`src/include/loe_regs.svh`:
```
// Constants of the ladder output executor
`ifndef LOE_REGS_SVH
`define LOE_REGS_SVH
`define LOE_CLK_HZ 40000000
`define LOE_BASE100_MS 100
`define LOE_BASE10_MS 10
`define LOE_BASE100_CYC ((`LOE_CLK_HZ / 1000) * `LOE_BASE100_MS)
`define LOE_BASE10_CYC ((`LOE_CLK_HZ / 1000) * `LOE_BASE10_MS)
`define LOE_STEPS_NORMAL 3'h1
`define LOE_STEPS_LONG 3'h3
`endif

```
`src/include/loe_pkg.sv`:
```
// Types of the ladder output executor
package loe_pkg;
	typedef enum logic [3:0] {
		LOE_OP_NONE = 4'h0,
		LOE_OP_COIL = 4'h1,
		LOE_OP_TIMER = 4'h2,
		LOE_OP_COUNTER = 4'h3,
		LOE_OP_SET = 4'h4,
		LOE_OP_RESET = 4'h5,
		LOE_OP_RISE = 4'h6,
		LOE_OP_FALL = 4'h7
	} loe_op_e;
	typedef enum logic [2:0] {
		LOE_TGT_RELAY = 3'h0,
		LOE_TGT_SPECIAL = 3'h1,
		LOE_TGT_TIMER = 3'h2,
		LOE_TGT_COUNTER = 3'h3,
		LOE_TGT_DATA = 3'h4
	} loe_tgt_e;
	typedef enum logic [1:0] {
		LOE_TM_100 = 2'h0,
		LOE_TM_10 = 2'h1,
		LOE_TM_RET = 2'h2
	} loe_tmode_e;
endpackage

```
`src/rtl/loe_ladder_output_executor.sv`:
```
// Output instruction executor: coils, timers, counters, set/reset, edge pulses
`timescale 1ns/100ps
`include "loe_regs.svh"
module loe_ladder_output_executor #(
	parameter int NRELAY = 64,
	parameter int NTIMER = 16,
	parameter int NCOUNT = 16,
	parameter int NDATA = 16,
	parameter int NPULSE = 16,
	parameter int BASE100_CYC = `LOE_BASE100_CYC,
	parameter int BASE10_CYC = `LOE_BASE10_CYC
) (
	input wire logic clock,
	input wire logic rst_n,
	input wire logic run,
	// Instruction stream from the sequencer, one instruction a cycle
	input wire logic instrValid,
	input wire loe_pkg::loe_op_e instrOp,
	input wire loe_pkg::loe_tgt_e instrTarget,
	input wire logic [7:0] instrIndex,
	input wire logic [15:0] instrSetting,
	input wire logic [7:0] instrPulseSlot,
	input wire logic opResult,
	// Step length and device image
	output logic [2:0] instrSteps,
	output logic [NRELAY-1:0] relayState,
	output logic [NTIMER-1:0] timerCoil,
	output logic [NTIMER-1:0] timerContact,
	output logic [NCOUNT-1:0] counterCoil,
	output logic [NCOUNT-1:0] counterContact,
	output logic [NDATA*16-1:0] dataClearMask,
	output logic [NTIMER*16-1:0] timerValue,
	output logic [NCOUNT*16-1:0] counterValue,
	// Static per-timer type: 100 ms, 10 ms or retentive 100 ms
	input wire logic [NTIMER*2-1:0] timerMode
);
	// Scan model: the sequencer walks the program one instruction a cycle while run is high.
	// Each coil, timer, counter, set, reset and pulse instruction updates state on the edge
	// that takes it, so its result is visible to the next instruction. Nothing here knows where
	// a scan ends; program order alone defines it, and the pulse slots carry the last command.
	// While run is low no instruction is taken, which freezes the image and the pulse memory.

	// ----------------------------------------
	// Time base enables
	// ----------------------------------------
	// Both bases free-run from reset; a timer only banks a tick while its coil is on
	logic [31:0] div100;
	logic [31:0] div10;
	wire tick100 = (div100 == 32'(BASE100_CYC - 1));
	wire tick10 = (div10 == 32'(BASE10_CYC - 1));
	wire [31:0] next_div100 = tick100 ? 32'h0 : div100 + 32'h1;
	wire [31:0] next_div10 = tick10 ? 32'h0 : div10 + 32'h1;
	logic [NTIMER-1:0] pend100;
	logic [NTIMER-1:0] pend10;

	always_ff @(posedge clock or negedge rst_n) begin
		if (!rst_n) begin
			div100 <= 32'h0;
		end else begin
			div100 <= next_div100;
		end
	end

	always_ff @(posedge clock or negedge rst_n) begin
		if (!rst_n) begin
			div10 <= 32'h0;
		end else begin
			div10 <= next_div10;
		end
	end

	// ----------------------------------------
	// Decode helpers
	// ----------------------------------------
	// Device number compare, shared by every per-device slice
	function automatic logic indexHit(input logic [7:0] idx, input int unsigned n);
		return idx == 8'(n);
	endfunction

	// Word devices take the long reset form
	function automatic logic isWordTarget(input loe_pkg::loe_tgt_e t);
		return t == loe_pkg::LOE_TGT_TIMER || t == loe_pkg::LOE_TGT_COUNTER || t == loe_pkg::LOE_TGT_DATA;
	endfunction

	// ----------------------------------------
	// Instruction decode
	// ----------------------------------------
	// Instructions are refused while stopped, so no device image bit moves in STOP; the time bases and tick banks still run
	wire take = instrValid && run;
	wire isCoil = take && instrOp == loe_pkg::LOE_OP_COIL;
	wire isTimer = take && instrOp == loe_pkg::LOE_OP_TIMER;
	wire isCount = take && instrOp == loe_pkg::LOE_OP_COUNTER;
	wire isSet = take && instrOp == loe_pkg::LOE_OP_SET;
	wire isReset = take && instrOp == loe_pkg::LOE_OP_RESET;
	wire isRise = take && instrOp == loe_pkg::LOE_OP_RISE;
	wire isFall = take && instrOp == loe_pkg::LOE_OP_FALL;
	wire tgtSpecial = instrTarget == loe_pkg::LOE_TGT_SPECIAL;
	wire tgtWord = isWordTarget(instrTarget);
	wire tgtRelay = instrTarget == loe_pkg::LOE_TGT_RELAY || tgtSpecial;
	wire longStep = ((instrOp == loe_pkg::LOE_OP_COIL || instrOp == loe_pkg::LOE_OP_SET) && tgtSpecial)
		|| (instrOp == loe_pkg::LOE_OP_RESET && (tgtSpecial || tgtWord));

	// Step length reported so the sequencer advances its step pointer
	assign instrSteps = longStep ? `LOE_STEPS_LONG : `LOE_STEPS_NORMAL;

	// ----------------------------------------
	// Relays: coil, set, reset, edge pulses
	// ----------------------------------------
	localparam int SLOTW = $clog2(NPULSE);
	logic [NPULSE-1:0] prevCmd;
	wire [SLOTW-1:0] slot = instrPulseSlot[SLOTW-1:0];
	wire prevSlot = prevCmd[slot];
	wire riseHit = opResult && !prevSlot;
	wire fallHit = !opResult && prevSlot;

	genvar g;
	generate
		for (g = 0; g < NRELAY; g++) begin : gRelay
			wire hit = tgtRelay && indexHit(instrIndex, g);
			wire doCoil = hit && isCoil;
			wire doSet = hit && isSet && opResult;
			wire doClear = hit && isReset && opResult;
			wire doRise = hit && isRise;
			wire doFall = hit && isFall;
			wire change = doCoil || doSet || doClear || doRise || doFall;
			wire next_relay = doCoil ? opResult
				: doSet ? 1'b1
				: doClear ? 1'b0
				: doRise ? riseHit
				: fallHit;
			always_ff @(posedge clock or negedge rst_n) begin
				if (!rst_n) begin
					relayState[g] <= 1'b0;
				end else if (change) begin
					relayState[g] <= next_relay;
				end
			end
		end
	endgenerate

	// Pulse memory moves only on a taken instruction, so a STOP/RUN cycle leaves no false edge
	generate
		for (g = 0; g < NPULSE; g++) begin : gPulse
			wire own = (isRise || isFall) && slot == SLOTW'(g);
			always_ff @(posedge clock or negedge rst_n) begin
				if (!rst_n) begin
					prevCmd[g] <= 1'b0;
				end else if (own) begin
					prevCmd[g] <= opResult;
				end
			end
		end
	endgenerate

	// ----------------------------------------
	// Timers
	// ----------------------------------------
	generate
		for (g = 0; g < NTIMER; g++) begin : gTimer
			logic [15:0] pv;
			logic [15:0] setv;
			logic [15:0] next_pv;
			logic next_coil;
			logic next_contact;
			wire hitT = indexHit(instrIndex, g) && instrTarget == loe_pkg::LOE_TGT_TIMER;
			wire runT = hitT && isTimer;
			wire clearT = hitT && isReset && opResult;

			wire [1:0] mode = timerMode[2*g +: 2];
			wire retentive = mode == 2'(loe_pkg::LOE_TM_RET);
			wire fast = mode == 2'(loe_pkg::LOE_TM_10);
			wire base = fast ? pend10[g] : pend100[g];

			wire [15:0] next_setv = runT ? instrSetting : setv;
			wire infinite = next_setv == 16'h0;
			// An endless timer stops at the top of the range instead of wrapping
			wire atLimit = infinite ? pv == 16'hffff : pv >= next_setv;
			wire advance = opResult && base && !atLimit;
			wire [15:0] pvStep = advance ? pv + 16'h1 : pv;
			// Contact follows the value just reached, so time-out shows in this scan
			wire reached = !infinite && pvStep >= next_setv;
			wire consume = runT && (base || !opResult);
			assign timerValue[16*g +: 16] = pv;

			always_comb begin
				next_pv = pv;
				next_coil = timerCoil[g];
				next_contact = timerContact[g];
				if (clearT) begin
					next_pv = 16'h0;
					next_coil = 1'b0;
					next_contact = 1'b0;
				end else if (runT) begin
					next_coil = opResult;
					if (opResult) begin
						next_pv = pvStep;
						next_contact = reached;
					end else if (!retentive) begin
						next_pv = 16'h0;
						next_contact = 1'b0;
					end
					// A retentive timer keeps value and contact with its input off
				end
			end

			always_ff @(posedge clock or negedge rst_n) begin
				if (!rst_n) begin
					pv <= 16'h0;
				end else begin
					pv <= next_pv;
				end
			end

			always_ff @(posedge clock or negedge rst_n) begin
				if (!rst_n) begin
					setv <= 16'h0;
				end else begin
					setv <= next_setv;
				end
			end

			always_ff @(posedge clock or negedge rst_n) begin
				if (!rst_n) begin
					timerCoil[g] <= 1'b0;
				end else begin
					timerCoil[g] <= next_coil;
				end
			end

			always_ff @(posedge clock or negedge rst_n) begin
				if (!rst_n) begin
					timerContact[g] <= 1'b0;
				end else begin
					timerContact[g] <= next_contact;
				end
			end

			// A tick banked between executions is spent on the next one; a fresh tick in the
			// cycle that spends the old one wins, so no base period is lost
			always_ff @(posedge clock or negedge rst_n) begin
				if (!rst_n) begin
					pend100[g] <= 1'b0;
					pend10[g] <= 1'b0;
				end else begin
					pend100[g] <= tick100 ? timerCoil[g] : pend100[g] && !consume;
					pend10[g] <= tick10 ? timerCoil[g] : pend10[g] && !consume;
				end
			end
		end
	endgenerate

	// ----------------------------------------
	// Counters
	// ----------------------------------------
	generate
		for (g = 0; g < NCOUNT; g++) begin : gCount
			logic [15:0] pv;
			logic [15:0] next_pv;
			logic next_coil;
			logic next_contact;
			wire hitC = indexHit(instrIndex, g) && instrTarget == loe_pkg::LOE_TGT_COUNTER;
			wire runC = hitC && isCount;
			wire clearC = hitC && isReset && opResult;

			wire [15:0] limit = (instrSetting == 16'h0) ? 16'h1 : instrSetting;
			// The coil holds last scan's input, which makes the count edge-driven
			wire rising = opResult && !counterCoil[g];
			wire [15:0] pvInc = pv + 16'h1;
			assign counterValue[16*g +: 16] = pv;

			always_comb begin
				next_pv = pv;
				next_coil = counterCoil[g];
				next_contact = counterContact[g];
				if (clearC) begin
					next_pv = 16'h0;
					next_coil = 1'b0;
					next_contact = 1'b0;
				end else if (runC) begin
					next_coil = opResult;
					// A finished counter ignores its input until reset
					if (rising && !counterContact[g]) begin
						next_pv = pvInc;
						next_contact = pvInc >= limit;
					end
				end
			end

			always_ff @(posedge clock or negedge rst_n) begin
				if (!rst_n) begin
					pv <= 16'h0;
				end else begin
					pv <= next_pv;
				end
			end

			always_ff @(posedge clock or negedge rst_n) begin
				if (!rst_n) begin
					counterCoil[g] <= 1'b0;
				end else begin
					counterCoil[g] <= next_coil;
				end
			end

			always_ff @(posedge clock or negedge rst_n) begin
				if (!rst_n) begin
					counterContact[g] <= 1'b0;
				end else begin
					counterContact[g] <= next_contact;
				end
			end
		end
	endgenerate

	// ----------------------------------------
	// Data register clear strobes
	// ----------------------------------------
	// One-cycle strobe; the data memory outside clears every word it marks
	generate
		for (g = 0; g < NDATA; g++) begin : gData
			wire clr = isReset && opResult && instrTarget == loe_pkg::LOE_TGT_DATA && indexHit(instrIndex, g);
			wire [15:0] next_mask = {16{clr}};
			always_ff @(posedge clock or negedge rst_n) begin
				if (!rst_n) begin
					dataClearMask[16*g +: 16] <= 16'h0;
				end else begin
					dataClearMask[16*g +: 16] <= next_mask;
				end
			end
		end
	endgenerate
endmodule // loe_ladder_output_executor

```
`config.mk`:
```
export PLATFORM = sky130hd
export DESIGN_NAME = loe_ladder_output_executor
export DESIGN_NICKNAME = d
export VERILOG_FILES = /design/src/include/loe_pkg.sv /design/src/rtl/loe_ladder_output_executor.sv
export VERILOG_INCLUDE_DIRS = /design/src /design/src/include
export SDC_FILE = /design/constraint.sdc
export NUM_CORES = 2
export LEC_CHECK = 0
export ABC_AREA = 1
export BUFFER_PORTS_ARGS = -buffer_cell sky130_fd_sc_hd__buf_2
export CAP_MARGIN = 25
export CORE_AREA = 2 2 381 383
export DETAILED_ROUTE_END_ITERATION = 10
export DIE_AREA = 0 0 383 385
export PLACE_DENSITY = 0.82
export SETUP_SLACK_MARGIN = 0.1
export SLEW_MARGIN = 20
export SYNTH_ARGS = -nofsm -noshare
export SYNTH_HDL_FRONTEND = slang
export SYNTH_SLANG_ARGS = --single-unit
```
`constraint.sdc`:
```
create_clock -name clock -period 6.8 [get_ports clock]
set_input_delay 1.36 -clock clock [delete_from_list [all_inputs] [get_ports clock]]
set_output_delay 1.36 -clock clock [all_outputs]
set_load 0.01 [all_outputs]
```
==> metrics.txt <==
status finished, final reports clean; Slew Viols, Final 0; CTS max path bufs 3; Hold Crit Class flop to flop; Initial Util roughly half; CP most frequent cell nand2_1; cts bufs inserted between 100 and 150; skew final approximately 0.052 ns; Vias roughly 72,000; initial antenna violation count 20; R2R depth 29; vias in the first global route ~70,000; chip height 385 um; Startpoint Class input port; delay-heaviest family, CP simple AND/OR/NAND/NOR gates; DRT antenna net count 0; drt wl/cell between 20 and 25 um; total track usage 34.0%; die width around 380 um; clock-pin slew on the worst setup and hold paths approximately 0.070 ns; clk sink count ~1,000; total wire length between 200,000 and 300,000 um; fin nets about 11,000; Mapped Cells 9,726; largest net degree at the start of global routing roughly 170; IO Port Bufs slightly below 1,000; CTS resizes 0; Hold Crit Depth 1; layout cells sized above 1 around 14%; Rel. slew slack a little over a quarter; CP Class input port to flop; Synth Flop Type dfrtp_1; hold_ws 0.471 ns; reg2reg end timerContact[4]$_DFFE_PN0P_; # rows approximately 140; fmax around 160 MHz; core area between 100,000 and 150,000 sq um; Max-Cap Viols 0; endpoint of the worst hold path div100[0]$_DFF_PN0_; IO Pins slightly below 1,000; area grow syn2layout 14.0%; reg-to-reg startpoint gTimer[4].setv[0]$_DFF_PN0_; Hold Vio Cnt, Final 0; most frequent cells in the layout nand2_1, inv_1, dfrtp_1; dpl hpwl 191,000 um; Critical Path RT 7.45 ns; Crit path arrival time ~6.8 ns; Root Buffer Master clkbuf_16; # DRC 0; RSZ-0062 raised after global routing false; R2R Setup Slk roughly 2.6 ns; post-layout util between 50% and 60%; Final Cycle Share between 90% and 100%; total setup buffers inserted after CTS 0; Post-synth EDFFs 0; Worst-Skew Late Latency a little under 0.8 ns; Period minus WS final 6.13 ns; most common cell after layout, fill and taps aside nand2_1; hold-fix buffers at CTS 0; Unique masters post-synth 58; actual slew at the worst max-slew pin around 1.1 ns; die area around 150,000 sq um; Critical-path top delay cell nor2_4; crit-path max FO 34; Pre-antenna DRT Iters 8; GPL Wtd Cong just under 1; Mapped Nets between 10,000 and 15,000; DR vias/cell 5.73; Worst Hold Launch div100[0]$_DFF_PN0_; static leakage around 45 nW; CP max stage delay ~0.5 ns; PwrDens roughly 170 nW/um^2; setup violation total in the final timing report 0; Post-Syn Area ~74,000 sq um; Synth async-reset ratio 100%; kind of end point of the critical path flop; flop and latch count out of synthesis 1,024; Avg Cell Area, Syn roughly 7.6 sq um; Fin Setup TNS 0 ns; global-route wire length before repair slightly below 400,000 um; Worst VDD drop approximately 250 uV; Buf+Inv Stages, Crit Path 5; sequential share of the synthesized area 34.8%; DRT iter0 DRCs between 6,000 and 7,000; grt ovf 0; yosys warns 0; TritonCTS clock tree done; H-tree depth 3
[report_power, final]
group | total [mW] | internal [mW] | switching [mW]
clock | 7.38 | 4.46 | 2.92
combinational | 0.815 | 0.197 | 0.617
sequential | 6.11 | 6.10 | 0.00640
[synth_stat cells, drive strengths merged, types with 14 or more instances]
library cell  instances  area [sq um]
nand2              1927          7260
inv                1710          6420
dfrtp              1024         25600
ha                  770          9630
o21ai               696          3480
nor2                662          2550
xor2                385          3370
a21oi               369          1850
nand3               325          1650
nor3                300          1560
buf                 296          2100
o22ai               264          1650
nand4               246          1540
clkbuf              186           698
a211oi               69           518
nor4                 59           394
o21a                 52           390
a31oi                44           275
a22o                 42           368
xnor2                34           298
o31ai                33           248
o221a                29           327
or2                  22           138
a21boi               21           158
a311oi               21           184
o211ai               19           143
o21bai               18           135
a41oi                15           131
clkinv               14          52.6
o41ai                14           123
[sequential cells by signal (all words and copies together), names as in the netlist]
register,count
counterCoil,16
gTimer.pv,256
pend10,16
dataClearMask,16
pend100,16
counterContact,16
prevCmd,16
relayState,64
gCount.pv,256
div100,32
timerContact,16
div10,32
gTimer.setv,256
timerCoil,16
[stage by stage]
| stage | total power, mW | cell area [sq um] | setup WS, ns | instances |
|---|---|---|---|---|
| 6_report | 14.3 | 84100 | 0.668 | 12500 |
| 5_1_grt | 14.7 | 84100 | 0.224 | 12500 |
| 4_1_cts | 14.3 | 84000 | 0.864 | 12500 |
| 3_5_place_dp | 7.02 | 79500 | 0.0497 | 12300 |
| 3_3_place_gp | 6.99 | 79500 | 0.0978 | 12300 |
| 2_1_floorplan | 6.59 | 73700 | 0.966 | 9726 |
[worst max path at each step]
stage	cells after the start	end	start	slack, ns
after floorplan	19	counterContact[11]$_DFFE_PN0P_	instrSetting[2]	0.97
after global placement	30	timerContact[9]$_DFFE_PN0P_	instrOp[2]	0.1
after detailed placement	35	timerContact[1]$_DFFE_PN0P_	instrOp[2]	0.05
after CTS	35	timerContact[1]$_DFFE_PN0P_	instrOp[2]	0.86
after global routing	34	timerContact[3]$_DFFE_PN0P_	instrOp[2]	0.22
final	35	timerContact[1]$_DFFE_PN0P_	instrOp[2]	0.67
[cell families after synthesis]
group | Yosys count | share of synthesized area [%]
compound gates | 1728 | 13.8
xor+xnor | 419 | 4.98
fa+ha+maj | 770 | 13.1
buf+inv | 2206 | 12.6
flops | 1024 | 34.8
mux | 1 | 0.0153
other cells | 2 | 0.0102
simple gates | 3576 | 20.8
[worst reg2reg max path, delay by kind of cell, from the launching register on]
kind            cells  cell delay, ns
compound gates      6            1.08
xor+xnor            1            0.21
fa+ha+maj           2            0.66
buf+inv             3            0.36
flops               1            0.36
simple gates       17            1.36
[routing by layer]
metal | share of wire (%) | global-route usage, % | routed length [um] | vias up
met1 | 37 | 41.1 | 96600 | 33800
met4 | 9.3 | 27.1 | 24200 | 6
li1 | - | - | - | 33400
met5 | 0.015 | 0 | 39 | -
met3 | 9.5 | 7.28 | 24700 | 942
met2 | 44 | 52.7 | 113000 | 3461
[area by class of cell]
| cell class | count | area [sq um] |
|---|---|---|
| Fill cell | 12600 | 59100 |
| Multi-Input combinational cell | 6496 | 38900 |
| Sequential cell | 1024 | 25600 |
| Inverter | 1724 | 6470 |
| Timing Repair Buffer | 1127 | 6200 |
| Clock buffer | 153 | 3370 |
| Tap cell | 1903 | 2380 |
| Clock inverter | 72 | 1120 |
| Antenna cell | 12 | 30.0 |
(Power assumes the default switching activity.)
